**config.mk**
```make
export PLATFORM = sky130hd
export DESIGN_NAME = ebh_bridge
export DESIGN_NICKNAME = d
export VERILOG_FILES = /design/src/rtl/ebh_pkg.sv /design/src/rtl/ebh_bridge.sv
export SDC_FILE = /design/constraint.sdc
export NUM_CORES = 1
export LEC_CHECK = 0
export BUFFER_PORTS_ARGS = -buffer_cell sky130_fd_sc_hd__buf_2
export CAP_MARGIN = 20
export CORE_UTILIZATION = 57
export DETAILED_ROUTE_END_ITERATION = 10
export PLACE_DENSITY = 0.86
export SYNTH_ARGS = -nofsm -noshare
export SYNTH_HDL_FRONTEND = slang
export SYNTH_SLANG_ARGS = --single-unit
```
**constraint.sdc**
```tcl
create_clock -name mclk -period 3.6 [get_ports mclk]
set_input_delay 0.18 -clock mclk [delete_from_list [all_inputs] [get_ports mclk]]
set_output_delay 0.18 -clock mclk [all_outputs]
set_load 0.02 [all_outputs]
```
**src/rtl/ebh_pkg.sv**
```systemverilog
package ebh_pkg;
  // ------------------------------------------------------------
  // Register map (byte offsets, own registers are 8 bits wide)
  // ------------------------------------------------------------
  localparam logic [11:0] EBH_OFS_FIRST = 12'h000;
  localparam logic [11:0] EBH_OFS_SECOND = 12'h004;
  localparam logic [11:0] EBH_OFS_THIRD = 12'h008;
  localparam logic [11:0] EBH_OFS_STATUS = 12'h00c;
  // haddr[11:10] selecting the forwarded target window
  localparam logic [1:0] EBH_TGT_WIN = 2'h1;
  localparam int EBH_BIT_TGT_RST = 0;
  localparam int EBH_BIT_COMP_RST = 1;
  localparam int EBH_BIT_EXT_MASTER = 2;
  localparam logic [7:0] EBH_RST_FIRST = 8'h00;
  localparam logic [7:0] EBH_RST_SECOND = 8'h00;
  localparam logic [7:0] EBH_RST_THIRD = 8'h00;
  // ------------------------------------------------------------
  // Target mode field codes
  // ------------------------------------------------------------
  localparam logic [3:0] EBH_MODE_RWS16 = 4'h0;
  localparam logic [3:0] EBH_MODE_RWS8 = 4'h1;
  localparam logic [3:0] EBH_MODE_DMX16 = 4'h2;
  localparam logic [3:0] EBH_MODE_DMX8 = 4'h3;
  localparam logic [3:0] EBH_MODE_MUX16 = 4'h4;
  localparam logic [3:0] EBH_MODE_MUX8 = 4'h5;
  localparam logic [3:0] EBH_MODE_IOM = 4'hf;
  // ------------------------------------------------------------
  // Access timing toward the target
  // ------------------------------------------------------------
  localparam int EBH_CLK_NS = 10;
  localparam int EBH_SETUP_NS = 20;
  localparam int EBH_STROBE_NS = 60;
  localparam int EBH_HOLD_NS = 20;
  localparam int EBH_SETUP_CYC = (EBH_SETUP_NS + EBH_CLK_NS - 1) / EBH_CLK_NS;
  localparam int EBH_STROBE_CYC = (EBH_STROBE_NS + EBH_CLK_NS - 1) / EBH_CLK_NS;
  localparam int EBH_HOLD_CYC = (EBH_HOLD_NS + EBH_CLK_NS - 1) / EBH_CLK_NS;
  // ------------------------------------------------------------
  // Serial clock field codes, half periods and frame lengths
  // ------------------------------------------------------------
  localparam logic [1:0] EBH_CLK_2M048 = 2'h0;
  localparam logic [1:0] EBH_CLK_1M536 = 2'h1;
  localparam logic [5:0] EBH_HALF_2M048 = 6'h18;
  localparam logic [5:0] EBH_HALF_1M536 = 6'h21;
  localparam logic [5:0] EBH_HALF_4M096 = 6'h0c;
  localparam logic [9:0] EBH_FRAME_2M048 = 10'h100;
  localparam logic [9:0] EBH_FRAME_1M536 = 10'h0c0;
  localparam logic [9:0] EBH_FRAME_4M096 = 10'h200;
  typedef enum {ST_IDLE, ST_LATCH, ST_SETUP, ST_STROBE, ST_HOLD} ebh_acc_state_t;
endpackage

```
**src/rtl/ebh_bridge.sv**
```systemverilog
`timescale 1ns/1ns
module ebh_bridge
  import ebh_pkg::*;
#(
  parameter int SETUP_CYC = EBH_SETUP_CYC,
  parameter int STROBE_CYC = EBH_STROBE_CYC,
  parameter int HOLD_CYC = EBH_HOLD_CYC
) (
  input wire logic mclk,
  input wire logic reset_n,
  input wire logic hsel,
  input wire logic [31:0] haddr,
  input wire logic [1:0] htrans,
  input wire logic hwrite,
  input wire logic [2:0] hsize,
  input wire logic [31:0] hwdata,
  input wire logic hready,
  output logic hreadyout,
  output logic hresp,
  output logic [31:0] hrdata,
  output logic tgt_reset_n,
  output logic [3:0] tgt_mode_strap,
  output logic [7:0] tgt_addr,
  output logic [15:0] tgt_data_out,
  output logic tgt_data_oe,
  input wire logic [15:0] tgt_data_in,
  output logic tgt_cs_n,
  output logic tgt_strobe_n,
  output logic tgt_rw_wr_n,
  output logic tgt_ale,
  output logic comp_reset_n,
  output logic comp_pcm_clk,
  output logic comp_cfi_clk,
  output logic comp_pcm_fsync,
  output logic iom_dcl_out,
  output logic iom_dcl_oe,
  input wire logic iom_dcl_in,
  output logic iom_fsc_out,
  output logic iom_fsc_oe,
  input wire logic iom_fsc_in,
  input wire logic comp_dd,
  input wire logic ext_dd,
  output logic tgt_dd
);

  // ------------------------------------------------------------
  // Parameter checks
  // ------------------------------------------------------------
  if (SETUP_CYC < 1 || SETUP_CYC > 15 || STROBE_CYC < 1 || STROBE_CYC > 15 ||
      HOLD_CYC < 1 || HOLD_CYC > 15) begin : g_bad_timing
    $error("ebh_bridge: phase counts must lie in 1..15");
  end

  localparam logic [3:0] SETUP_LD = 4'(SETUP_CYC - 1);
  localparam logic [3:0] STROBE_LD = 4'(STROBE_CYC - 1);
  localparam logic [3:0] HOLD_LD = 4'(HOLD_CYC - 1);

  // ------------------------------------------------------------
  // Control registers and mode decode
  // ------------------------------------------------------------
  logic [7:0] board_ctrl_reg_first, next_first;
  logic [7:0] board_ctrl_reg_second, next_second;
  logic [7:0] board_ctrl_reg_third, next_third;
  logic [3:0] target_mode_field;
  logic is_iom, fwd_ok, narrow, sep, mux, comp_bit, ext_bit;

  // Mode field steers the whole target port
  assign target_mode_field = board_ctrl_reg_second[3:0];
  assign is_iom = target_mode_field == EBH_MODE_IOM;
  // Codes above the last emulated style, serial one included, stay local
  assign fwd_ok = target_mode_field <= EBH_MODE_MUX8;
  assign narrow = target_mode_field[0];  // Odd codes are 8-bit
  assign sep = target_mode_field >= EBH_MODE_DMX16;
  assign mux = target_mode_field >= EBH_MODE_MUX16;
  assign comp_bit = board_ctrl_reg_first[EBH_BIT_COMP_RST];
  // Master choice is ignored outside serial mode
  assign ext_bit = board_ctrl_reg_first[EBH_BIT_EXT_MASTER] && is_iom;

  // ------------------------------------------------------------
  // Bus slave and target access sequencer
  // ------------------------------------------------------------
  ebh_acc_state_t st, next_st;
  logic [3:0] cnt, next_cnt;
  logic acc_wr, next_acc_wr;
  logic wr_pend, next_wr_pend;
  logic [11:0] wr_ofs, next_wr_ofs;
  logic next_hreadyout;
  logic [31:0] next_hrdata;
  logic [7:0] next_tgt_addr;
  logic [15:0] next_tgt_data_out;
  logic next_tgt_data_oe, next_tgt_cs_n, next_tgt_strobe_n;
  logic next_tgt_rw_wr_n, next_tgt_ale;
  logic addr_ph, tgt_hit, strobing;

  assign addr_ph = hsel && htrans[1] && hready;
  assign tgt_hit = haddr[11:10] == EBH_TGT_WIN;

  // Register writes land in the data phase; reads see that same cycle's write
  always_comb begin
    next_first = board_ctrl_reg_first;
    next_second = board_ctrl_reg_second;
    next_third = board_ctrl_reg_third;
    next_st = st;
    next_cnt = cnt;
    next_acc_wr = acc_wr;
    next_wr_pend = 1'b0;
    next_wr_ofs = wr_ofs;
    next_hreadyout = hreadyout;
    next_hrdata = hrdata;
    next_tgt_addr = tgt_addr;
    next_tgt_data_out = tgt_data_out;
    next_tgt_data_oe = tgt_data_oe;
    next_tgt_cs_n = tgt_cs_n;
    next_tgt_ale = 1'b0;
    strobing = 1'b0;
    if (wr_pend) begin
      case (wr_ofs)
        EBH_OFS_FIRST: next_first = hwdata[7:0];
        EBH_OFS_SECOND: next_second = hwdata[7:0];
        EBH_OFS_THIRD: next_third = hwdata[7:0];
        default: next_first = board_ctrl_reg_first;
      endcase
    end
    case (st)
      ST_IDLE: begin
        if (addr_ph && tgt_hit && fwd_ok) begin
          next_st = ST_LATCH;
          next_hreadyout = 1'b0;
          next_acc_wr = hwrite;
          // One extra shift for byte access; A1 lands on A0 in 16-bit modes, A2 in byte modes
          next_tgt_addr = narrow ? haddr[9:2] : haddr[8:1];
          next_tgt_ale = mux;
          next_tgt_data_out = mux ? {8'h00, next_tgt_addr} : 16'h0000;
          next_tgt_data_oe = mux;
        end else if (addr_ph && tgt_hit) begin
          next_hrdata = 32'h0000_0000;  // Not forwarded
        end else if (addr_ph) begin
          next_wr_pend = hwrite;
          next_wr_ofs = haddr[11:0];
          // Eight meaningful bits per control register, three in status, rest reads zero
          case (haddr[11:0])
            EBH_OFS_FIRST: next_hrdata = {24'h00_0000, next_first};
            EBH_OFS_SECOND: next_hrdata = {24'h00_0000, next_second};
            EBH_OFS_THIRD: next_hrdata = {24'h00_0000, next_third};
            EBH_OFS_STATUS: next_hrdata = {28'h000_0000, !fwd_ok, iom_dcl_oe,
                                           comp_reset_n, 1'b0};
            default: next_hrdata = 32'h0000_0000;
          endcase
        end
      end
      ST_LATCH: begin
        // Write data is valid now; width follows the mode field
        next_st = ST_SETUP;
        next_cnt = SETUP_LD;
        next_tgt_cs_n = 1'b0;
        next_tgt_data_out = narrow ? {8'h00, hwdata[7:0]} : hwdata[15:0];
        next_tgt_data_oe = acc_wr;
      end
      ST_SETUP: begin
        if (cnt == 4'h0) begin
          next_st = ST_STROBE;
          next_cnt = STROBE_LD;
          strobing = 1'b1;
        end else begin
          next_cnt = cnt - 4'h1;
        end
      end
      ST_STROBE: begin
        if (cnt == 4'h0) begin
          next_st = ST_HOLD;
          next_cnt = HOLD_LD;
          next_hrdata = {16'h0000, narrow ? {8'h00, tgt_data_in[7:0]} : tgt_data_in};
        end else begin
          next_cnt = cnt - 4'h1;
          strobing = 1'b1;
        end
      end
      ST_HOLD: begin
        if (cnt == 4'h0) begin
          next_st = ST_IDLE;
          next_tgt_cs_n = 1'b1;
          next_tgt_data_oe = 1'b0;
          next_hreadyout = 1'b1;
        end else begin
          next_cnt = cnt - 4'h1;
        end
      end
      default: next_st = ST_IDLE;
    endcase
    // Bus style pins: data strobe plus direction, or read and write strobes
    next_tgt_strobe_n = !(strobing && !(sep && acc_wr));
    next_tgt_rw_wr_n = (sep && !strobing) ? 1'b1 : !next_acc_wr;
  end

  // Everything toward the target leaves from a flop, so byte mode is buffered
  always_ff @(posedge mclk or negedge reset_n) begin
    if (!reset_n) begin
      board_ctrl_reg_first <= EBH_RST_FIRST;
      board_ctrl_reg_second <= EBH_RST_SECOND;  // Default style and width
      board_ctrl_reg_third <= EBH_RST_THIRD;
      st <= ST_IDLE;
      cnt <= 4'h0;
      acc_wr <= 1'b0;
      wr_pend <= 1'b0;
      wr_ofs <= 12'h000;
      hreadyout <= 1'b1;
      hresp <= 1'b0;
      hrdata <= 32'h0000_0000;
      tgt_reset_n <= 1'b0;
      tgt_mode_strap <= 4'h0;
      tgt_addr <= 8'h00;
      tgt_data_out <= 16'h0000;
      tgt_data_oe <= 1'b0;
      tgt_cs_n <= 1'b1;
      tgt_strobe_n <= 1'b1;
      tgt_rw_wr_n <= 1'b1;
      tgt_ale <= 1'b0;
    end else begin
      board_ctrl_reg_first <= next_first;
      board_ctrl_reg_second <= next_second;
      board_ctrl_reg_third <= next_third;
      st <= next_st;
      cnt <= next_cnt;
      acc_wr <= next_acc_wr;
      wr_pend <= next_wr_pend;
      wr_ofs <= next_wr_ofs;
      hreadyout <= next_hreadyout;
      hresp <= 1'b0;
      hrdata <= next_hrdata;
      // Strap changes are only safe while the target sits in reset
      tgt_reset_n <= next_first[EBH_BIT_TGT_RST];
      tgt_mode_strap <= next_second[3:0];
      tgt_addr <= next_tgt_addr;
      tgt_data_out <= next_tgt_data_out;
      tgt_data_oe <= next_tgt_data_oe;
      tgt_cs_n <= next_tgt_cs_n;
      tgt_strobe_n <= next_tgt_strobe_n;
      tgt_rw_wr_n <= next_tgt_rw_wr_n;
      tgt_ale <= next_tgt_ale;
    end
  end

  // ------------------------------------------------------------
  // Serial clock generator and companion control
  // ------------------------------------------------------------
  logic iom_run;
  logic [5:0] div_cnt, next_div_cnt, half;
  logic [9:0] frm_cnt, next_frm_cnt, frame;
  logic next_dcl, next_fsc;

  // Companion out of reset and clocked only as on-board master
  assign iom_run = is_iom && comp_bit && !ext_bit;

  // Ratio table from the third register; all counts run off mclk
  always_comb begin
    case (board_ctrl_reg_third[1:0])
      EBH_CLK_2M048: half = EBH_HALF_2M048;
      EBH_CLK_1M536: half = EBH_HALF_1M536;
      default: half = EBH_HALF_4M096;
    endcase
    case (board_ctrl_reg_third[1:0])
      EBH_CLK_2M048: frame = EBH_FRAME_2M048;
      EBH_CLK_1M536: frame = EBH_FRAME_1M536;
      default: frame = EBH_FRAME_4M096;
    endcase
  end

  // Frame sync is one bit clock wide, counted on falling bit clock edges
  always_comb begin
    next_div_cnt = div_cnt;
    next_frm_cnt = frm_cnt;
    next_dcl = iom_dcl_out;
    next_fsc = iom_fsc_out;
    if (!iom_run) begin
      next_div_cnt = 6'h00;
      next_frm_cnt = 10'h000;
      next_dcl = 1'b0;
      next_fsc = 1'b0;
    end else if (div_cnt >= half - 6'h01) begin
      next_div_cnt = 6'h00;
      next_dcl = !iom_dcl_out;
      if (iom_dcl_out) begin
        next_frm_cnt = (frm_cnt >= frame - 10'h001) ? 10'h000 : frm_cnt + 10'h001;
        next_fsc = next_frm_cnt == 10'h000;
      end
    end else begin
      next_div_cnt = div_cnt + 6'h01;
    end
  end

  // Pins released while an external master owns the clocks
  always_ff @(posedge mclk or negedge reset_n) begin
    if (!reset_n) begin
      div_cnt <= 6'h00;
      frm_cnt <= 10'h000;
      iom_dcl_out <= 1'b0;
      iom_fsc_out <= 1'b0;
      iom_dcl_oe <= 1'b0;
      iom_fsc_oe <= 1'b0;
      comp_reset_n <= 1'b0;
      comp_pcm_clk <= 1'b0;
      comp_cfi_clk <= 1'b0;
      comp_pcm_fsync <= 1'b0;
      tgt_dd <= 1'b0;
    end else begin
      div_cnt <= next_div_cnt;
      frm_cnt <= next_frm_cnt;
      iom_dcl_out <= next_dcl;
      iom_fsc_out <= next_fsc;
      iom_dcl_oe <= iom_run;
      iom_fsc_oe <= iom_run;
      comp_reset_n <= iom_run;
      comp_pcm_clk <= next_dcl;  // Same source for both clocks
      comp_cfi_clk <= next_dcl;
      comp_pcm_fsync <= next_fsc;
      tgt_dd <= ext_bit ? ext_dd : comp_dd;
    end
  end

  logic reg_rd_q;
  always_ff @(posedge mclk or negedge reset_n) begin
    if (!reset_n) begin
      reg_rd_q <= 1'b0;
    end else begin
      reg_rd_q <= addr_ph && !tgt_hit && !hwrite && st == ST_IDLE;
    end
  end
endmodule

```
# --- Yosys cells after proc, flatten, opt, wreduce, memory -nomap -nowiden ---
# Cells that the tools add are included.
op_classes:
  bitwise_logic: 2
  addsub: 5
  muxes: 60
  reduce_logical: 39
  order_cmp: 5
  n_eq_ne: 21
op_table:
  columns: ["operator", "count"]
  rows:
  - ["two-way mux 32 bit", 8]
  - ["one-hot mux 32 bit (5 select lines)", 1]
  - ["== test 32 x 2 -> 1 bit (second input constant)", 2]
  - ["two-way mux 8 bit", 8]
  - ["one-hot mux 32 bit (2 select lines)", 1]
  - ["two-way mux 16 bit", 3]
  - ["two-way mux 10 bit", 4]
  - ["== test 12 x 4 -> 1 bit (second input constant)", 3]
  - ["== test 32 x 1 -> 1 bit (second input constant)", 1]
  - ["== test 32 x 3 -> 1 bit (second input constant)", 1]
  - ["zero test 32 bit", 1]
  - ["one-hot mux 16 bit (2 select lines)", 1]
  - ["one-hot mux 8 bit (4 select lines)", 1]
  - ["== test 12 x 3 -> 1 bit (second input constant)", 2]
  - ["zero test 12 bit", 2]
  - ["two-way mux 1 bit", 21]
  - ["one-hot mux 10 bit (2 select lines)", 1]
  - ["one-hot mux 4 bit (4 select lines)", 1]
  - ["!= test 2 bit (second input constant)", 7]
  - ["two-way mux 4 bit", 3]
  - ["two-way mux 6 bit", 2]
  - ["one-hot mux 6 bit (2 select lines)", 1]
  - ["AND reduction 4 bit", 3]
  - ["adder 10 x 1 -> 10 bit (second input constant)", 1]
  - ["other kinds (26)", 53]
totals:
  output_inout_bits: 77
  wordCells: 157
  regBits: 161
  inputBits: 94

# --- Depth between registers and ports, before layout ---
# Gate-level depths: netlist of run 1.
depth:
  ltp_word: 9
  depth_mapped: 11
  ltp_nobuf: 10

# --- Least setup slack after synthesis of run 1 ---
# No wires, ideal clock.
synth_path:
  kind: "register -> register"
  from: "register board_ctrl_reg_third[1]"
  to: "register frm_cnt[7]"
  arrival_ns: 2.360
  setup_ns: 0.078
  period_less_slack_ns: 2.438
  required_time_ns: 3.522
  path_stages_with_launch: 11
  slack_ns: 1.162
  n_path_buf: 0
  path_cell_list: "dfrtp_1 -> nor2b_1 -> inv_1 -> ha_1 -> ha_1 -> a31o_2 -> a21o_1 -> a21oi_1 -> nand2_1 -> or3_1 -> a21oi_1"
synth_between:
  elab_chain_len: 8
  word_cells_on_any_way: 14
  classes_between: "add/sub (2); order compare (2); eq/ne (2); mux (6); reduce/logical (2)"
synth_rtl:
  columns: ["element", "line", "source"]
  rows:
  - ["from (decl)", "ebh_bridge.sv:63", "logic [7:0] board_ctrl_reg_third, next_third;"]
  - ["from (signal assigned)", "ebh_bridge.sv:221", "board_ctrl_reg_third <= next_third;"]
  - ["== test 2 x 1 -> 1 bit / zero test 2 bit (equally long branches)", "ebh_bridge.sv:256, ebh_bridge.sv:261", null]
  - ["one-hot mux 10 bit (2 select lines)", "ebh_bridge.sv:261", "case (board_ctrl_reg_third[1:0])"]
  - ["subtractor 10 x 1 -> 10 bit", "ebh_bridge.sv:283", "next_frm_cnt = (frm_cnt >= frame - 10'h001) ? 10'h000 : frm_cnt + 10'h001;"]
  - ["greater-or-equal comparator 10 bit", "ebh_bridge.sv:283", null]
  - ["two-way mux 10 bit", "ebh_bridge.sv:283", null]
  - ["two-way mux 10 bit", "ebh_bridge.sv:282", "if (iom_dcl_out) begin"]
  - ["two-way mux 10 bit", "ebh_bridge.sv:279", "end else if (div_cnt >= half - 6'h01) begin"]
  - ["two-way mux 10 bit", "ebh_bridge.sv:274", "if (!iom_run) begin"]
  - ["to (signal assigned)", "ebh_bridge.sv:307", "frm_cnt <= next_frm_cnt;"]
  - ["to (decl)", "ebh_bridge.sv:248", "logic [9:0] frm_cnt, next_frm_cnt, frame;"]
# Parallel ways exist; a longest one is shown, timed or not. The select of a mux whose other input is x is not followed.
# A chain may end at the register's enable or synchronous reset.

# --- Worst setup path in the final report of run 1 ---
layout_path:
  from: "register board_ctrl_reg_third[1]"
  to: "register frm_cnt[9]"
# Same word-level chain as after synthesis.

==> results of run 1 <==
per-stage QoR:
step	setup WS (ps)	power (mW)	instances	hold WS (ps)	cell area, um2
2_1_floorplan	1160	2.34	628	-116	5980
3_3_place_gp	912	2.60	822	304	6410
3_5_place_dp	795	2.67	822	321	6410
4_1_cts	768	3.47	839	25.2	6630
5_1_grt	497	3.65	839	35.4	6630
6_report	742	3.46	839	34.1	6630
power by group through the flow:
stage | Sequential, mW | Combinational, mW | Clock [mW]
2_1_floorplan | 1.83 | 0.517 | 0
3_3_place_gp | 1.69 | 0.912 | 0
3_5_place_dp | 1.71 | 0.964 | 0
4_1_cts | 1.69 | 0.967 | 0.816
5_1_grt | 1.72 | 1.06 | 0.865
6_report | 1.69 | 0.964 | 0.804
worst paths after layout:
check                                                  start                            endpoint  slack [ps]  depth (start not counted)
max                        board_ctrl_reg_third[1]$_DFF_PN0_              frm_cnt[9]$_DFFE_PN0P_         740                         10
min                                               hwdata[10]        tgt_data_out[10]$_DFFE_PN0P_          30                          3
max reg2reg                board_ctrl_reg_third[1]$_DFF_PN0_              frm_cnt[9]$_DFFE_PN0P_         740                         10
min reg2reg                          tgt_addr[3]$_DFFE_PN0P_             tgt_addr[3]$_DFFE_PN0P_         480                          2
max in group asynchronous                            reset_n              tgt_strobe_n$_DFF_PN1_        2230                          3
min in group asynchronous                            reset_n  board_ctrl_reg_second[0]$_DFF_PN0_         430                          2
cell usage in the layout (no fill, tap or decap), types with 17 or more instances in the layout:
master	instances
buf_2	110
dfrtp_1	107
nand2_1	61
o21ai_0	53
nor2_1	49
a21oi_1	41
mux2_2	36
nand3_1	19
nor3_1	18
conb_1	17
final cells by class:
class                      count  area [um2]
sequential                   111        2780
fill                         787        3280
multi-input combinational    449        2820
clock inverter                 6        86.3
timing repair buffer         116         598
clock buffer                  10         128
tap                          133         166
inverter                      14        52.6
metal layers:
metal	part of all wire	GRT usage	wire, um
met5	0	0	0
met2	0.49	0.446	6820
met3	0.045	0.0407	622
met1	0.44	0.343	6060
met4	0.026	0.106	355
kinds of logic (layout without fill, tap and decap cells):
kind of cell	count (synthesis)	in the layout	synth area share
AOI/OAI and AO/OA	134	134	0.134
xor gates and xnor gates	6	6	0.00887
adders and majority gates	14	14	0.0296
buffers and inverters	68	146	0.0642
DFF	111	111	0.470
muxes	47	47	0.0870
other	1	17	0.000633
and+or+nand+nor	231	231	0.206
state kept, by name (all words and copies together), names as in the netlist, 3 cells and up:
| register | cells |
|---|---|
| wr_ofs | 12 |
| cnt | 4 |
| hrdata | 16 |
| board_ctrl_reg_third | 8 |
| board_ctrl_reg_second | 8 |
| tgt_data_out | 16 |
| div_cnt | 6 |
| frm_cnt | 10 |
| tgt_addr | 8 |
| board_ctrl_reg_first | 8 |
| st | 3 |
critical path, cell delays in order (launching register included):
cell and delay (ps):
dfrtp_1 410, nor2b_1 250, inv_1 150, ha_1 350, ha_1 210, a21o_1 170, a21o_1 190, a32oi_1 500
nor2_1 220, a22oi_1 220, nor2_1 60
==> impl_metrics.ini, run 1 <==
[global_routing]
grt_first_pass_wirelength_mm = 23.2
grt_max_degree = 66
grt_overflow = 0
grt_pass1_vias = 4793
antenna_found_initial = 0
grt_usage = 0.265

[placement]
globalplace.congestion = 0.884
dp.final_hpwl_mm = 10.2
numPortBuffers = 111

[drt]
drc_errors = 0
drtPass1Iterations = 5
via_per_inst = 5.81
wl_per_cell_um = 16.5
first_iter_violations = 254
routed_wl_mm = 13.9
ant_nets = 0
vias = 4876

[clocking]
path_clk_slew_ps = 120
cts_resized = 0
clkLatencyLatePin_ps = 380
cts_setup_buffers = 0
tritoncts = built
clockBufferDepth = 2
cts-root-buf = clkbuf_8
ctsHoldBuffers = 1
numCtsBuffers = 9
htreeDepth = 3
cts_sinks = 111

[timing]
grt_setup_unrepaired = false
slew-limit-headroom = 0.340
min_period_ps = 2860
setup_viol = 0
fmax_ghz = 0.350
fin_crit_sh = 0.794
hold_viol = 0
slew_viol_final = 0
worst_pin_slew_ps = 987
clock_skew_ps = 18.6
fin_tns_setup_ps = 0

[power_and_ir_drop]
swShare = 0.359
p_leak_nw = 3.16
switchingPower_mw = 1.24
p_comb_frac = 0.279
power_density_nw_per_um2 = 522
p_seq_frac = 0.489
p_int_mw = 2.22
peakVddDrop_v = 0.000473
pwr-share-clk = 0.232

[floorplan]
die_w_um = 104
die-area_um2 = 10800
core_um2 = 9910
placementRows = 36
ios = 171
initial_core_util = 0.598
chipHeight_um = 104

[cells_and_area]
area_delta_synth_final_pct = 12.0
finalCoreUtilization = 0.669
final_nets = 809
n_antenna_cell = 0
drive_gt1_frac = 0.262

[yosys]
ys_warn_count = 0
synth_edf_count = 0
synthCells = 612
synth_area_um2 = 5920
async_flop_share = 1.00
yosysMostFrequentCell = dfrtp_1
synth-main-ff-cell = dfrtp_1
synth_seq_cells = 111
ys_top_cells_by_count = 107 x dfrtp_1, 61 x nand2_1, 53 x o21ai_0, 49 x nor2_1, 41 x a21oi_1
syn_area_per_cell_um2 = 9.68
ys_seq_area_frac = 0.470
yosysUniqueCellTypes = 62
synthTopCellsByArea = dfrtp_1 45%, mux2_2 6.8%, o21ai_0 4.5%
yosysTopAreaCellShare = 0.452
synth_top_area_cell = dfrtp_1

[outcome]
status = complete, no violations

[setup_path]
end_kind = register
start_kind = register
crit_type = register to register
worstPathMaxFanout = 7
arrival_ps = 3110
required_ps = 3850

[hold_path]
hp-class = input pin to register

[job]
maxCapViolCount = 0
No activity file was read; power rests on OpenSTA's default activity.
==> inputs of run 2 (changes only) <==
--- a/config.mk
+++ b/config.mk
@@ -7,9 +7,9 @@
 export LEC_CHECK = 0
 export BUFFER_PORTS_ARGS = -buffer_cell sky130_fd_sc_hd__buf_2
 export CAP_MARGIN = 20
-export CORE_UTILIZATION = 57
+export CORE_UTILIZATION = 53
 export DETAILED_ROUTE_END_ITERATION = 10
-export PLACE_DENSITY = 0.86
+export PLACE_DENSITY = 0.8
 export SYNTH_ARGS = -nofsm -noshare
 export SYNTH_HDL_FRONTEND = slang
 export SYNTH_SLANG_ARGS = --single-unit
==> constraint.sdc (replaced) <==
create_clock -name mclk -period 2.67 [get_ports mclk]
set_input_delay 0.1335 -clock mclk [delete_from_list [all_inputs] [get_ports mclk]]
set_output_delay 0.1335 -clock mclk [all_outputs]
set_load 0.02 [all_outputs]
==> impl_metrics.ini, run 2 (synthesis gave the netlist of run 1 again) <==
[outcome]
status = complete, no violations

[timing]
fin_crit_sh = 0.953
clock_skew_ps = 13.2
grt_setup_unrepaired = false
setup_slack_ps = 125
setup_viol = 0
fmax_ghz = 0.393
worst_pin_slew_ps = 1010
slew-limit-headroom = 0.325
hold_viol = 0
fin_tns_setup_ps = 0
slew_viol_final = 0
min_period_ps = 2550

[placement]
dp.final_hpwl_mm = 10.1
dp_slack_ps = 31.2
numPortBuffers = 111
globalplace.congestion = 0.848

[cells_and_area]
area_delta_synth_final_pct = 17.6
drive_gt1_frac = 0.279
ff_latch_area_um2 = 2780
final_cell_mix = 110 x buf_2, 107 x dfrtp_1, 61 x nand2_1
largestRegisters = hrdata x16, tgt_data_out x16, wr_ofs x12
multi_input_area_um2 = 2850
num-fill-cells = 846
final_nets = 842
final_common_cell = buf_2
n_antenna_cell = 0

[setup_path]
critPathBufInv = 0
crit_chain = or2_2, ha_1, xnor2_2, ha_1, and4_1, a21oi_1, nand2_1, or3_1, a21oi_1
crit_type = register to register
start_kind = register
arrival_ps = 2870
required_ps = 2990
slowest_delay_ps = 430
critPathSlowestCell = dfrtp_1
cp_top_family = simple AND/OR/NAND/NOR gates
worstPathMaxFanout = 4
end_kind = register

[drt]
via_per_inst = 5.64
drtPass1Iterations = 4
vias = 4958
wl_per_cell_um = 15.9
drc_errors = 0
ant_nets = 0
routed_wl_mm = 14.0
first_iter_violations = 360

[power_and_ir_drop]
p_total_mw = 4.64
p_seq_frac = 0.490
peakVddDrop_v = 0.000540
p_int_mw = 2.95
swShare = 0.366
p_comb_frac = 0.288
p_leak_nw = 3.32
pwr-share-clk = 0.222
power_density_nw_per_um2 = 666
switchingPower_mw = 1.70

[global_routing]
grt_busiest_layer = met2
antenna_found_initial = 0
grt_overflow = 0
grt_max_degree = 46
use_met3 = 0.0496
met1_usage = 0.340
gr-usage-met2 = 0.401
grt_usage = 0.251
grt_first_pass_wirelength_mm = 22.7
grt_pass1_vias = 4639

[clocking]
tritoncts = built
path_clk_slew_ps = 120
cts_sinks = 111
clkLatencyLatePin_ps = 390
numCtsBuffers = 9
htreeDepth = 3
cts-root-buf = clkbuf_8
clockBufferDepth = 2

[floorplan]
ios = 171
die_w_um = 108
die-area_um2 = 11600
core_um2 = 10800
initial_core_util = 0.546
placementRows = 38
chipHeight_um = 108

[job]
maxCapViolCount = 0

[hold_path]
hp-class = input pin to register
-- run 2: cell count changes in the layout (fill, tap and decap cells not counted), moves of 2 or more --
cell | previous run | this run
inv_6 | 2 | 4
clkinv_8 | 1 | 3
dlygate4sd3_1 | 1 | 19
buf_4 | 5 | 19
inv_8 | 2 | 0
-- run 2: layout make-up --
class                   count  area share
well taps                 140      0.0251
clock buffers               9      0.0178
repair buffers            149       0.130
clock inverters             7      0.0120
flip-flops and latches    111       0.399
inverters                  14     0.00754
multi-input cells         449       0.408
-- run 2: worst paths after layout --
check                                                  start                      end  slack (ps)  cells after the start
setup / recovery           board_ctrl_reg_third[1]$_DFF_PN0_   frm_cnt[7]$_DFFE_PN0P_         120                      9
hold / removal                               tgt_data_in[11]   hrdata[11]$_DFFE_PN0P_           2                      3
setup reg to reg           board_ctrl_reg_third[1]$_DFF_PN0_   frm_cnt[7]$_DFFE_PN0P_         120                      9
hold reg to reg                      tgt_addr[4]$_DFFE_PN0P_  tgt_addr[4]$_DFFE_PN0P_         500                      2
max in group asynchronous                            reset_n   wr_ofs[10]$_DFFE_PN0P_        1600                      3
min in group asynchronous                            reset_n   frm_cnt[7]$_DFFE_PN0P_         300                      2
-- run 2: worst register-to-register path, stage by stage (launching register included) --
cell,delay (ps)
dfrtp_1,430
or2_2,350
ha_1,230
xnor2_2,130
ha_1,300
and4_1,240
a21oi_1,200
nand2_1,110
or3_1,350
a21oi_1,140
-- run 2: routing by layer --
metal,up-vias,part of all wire
li1,2375,-
met1,2374,0.45
met2,186,0.47
met3,23,0.058
met4,0,0.019
met5,-,0
-- run 2: repair_timing --
item,in CTS,in global routing
endpoints found under the setup margin,0,10
gates resized for setup,0,5
hold endpoints to repair,56,0
hold buffers,19,0
buffers inserted,0,1
-- run 2: power groups by stage --
stage	logic [mW]	registers (mW)	clock network [mW]
2_1_floorplan	0.697	2.46	0
3_5_place_dp	1.31	2.30	0
5_1_grt	1.48	2.31	1.12
6_report	1.34	2.27	1.03
4_1_cts	1.34	2.27	1.05
3_3_place_gp	1.26	2.28	0
-- run 2: metrics by stage --
step           hold WS, ps   util  cells  cell area [um2]
6_report              1.79  0.643    879             6970
3_5_place_dp           184  0.603    843             6540
3_3_place_gp           172  0.603    843             6540
4_1_cts               11.0  0.640    878             6930
5_1_grt               1.25  0.643    879             6970
2_1_floorplan         -162      -    628             5980
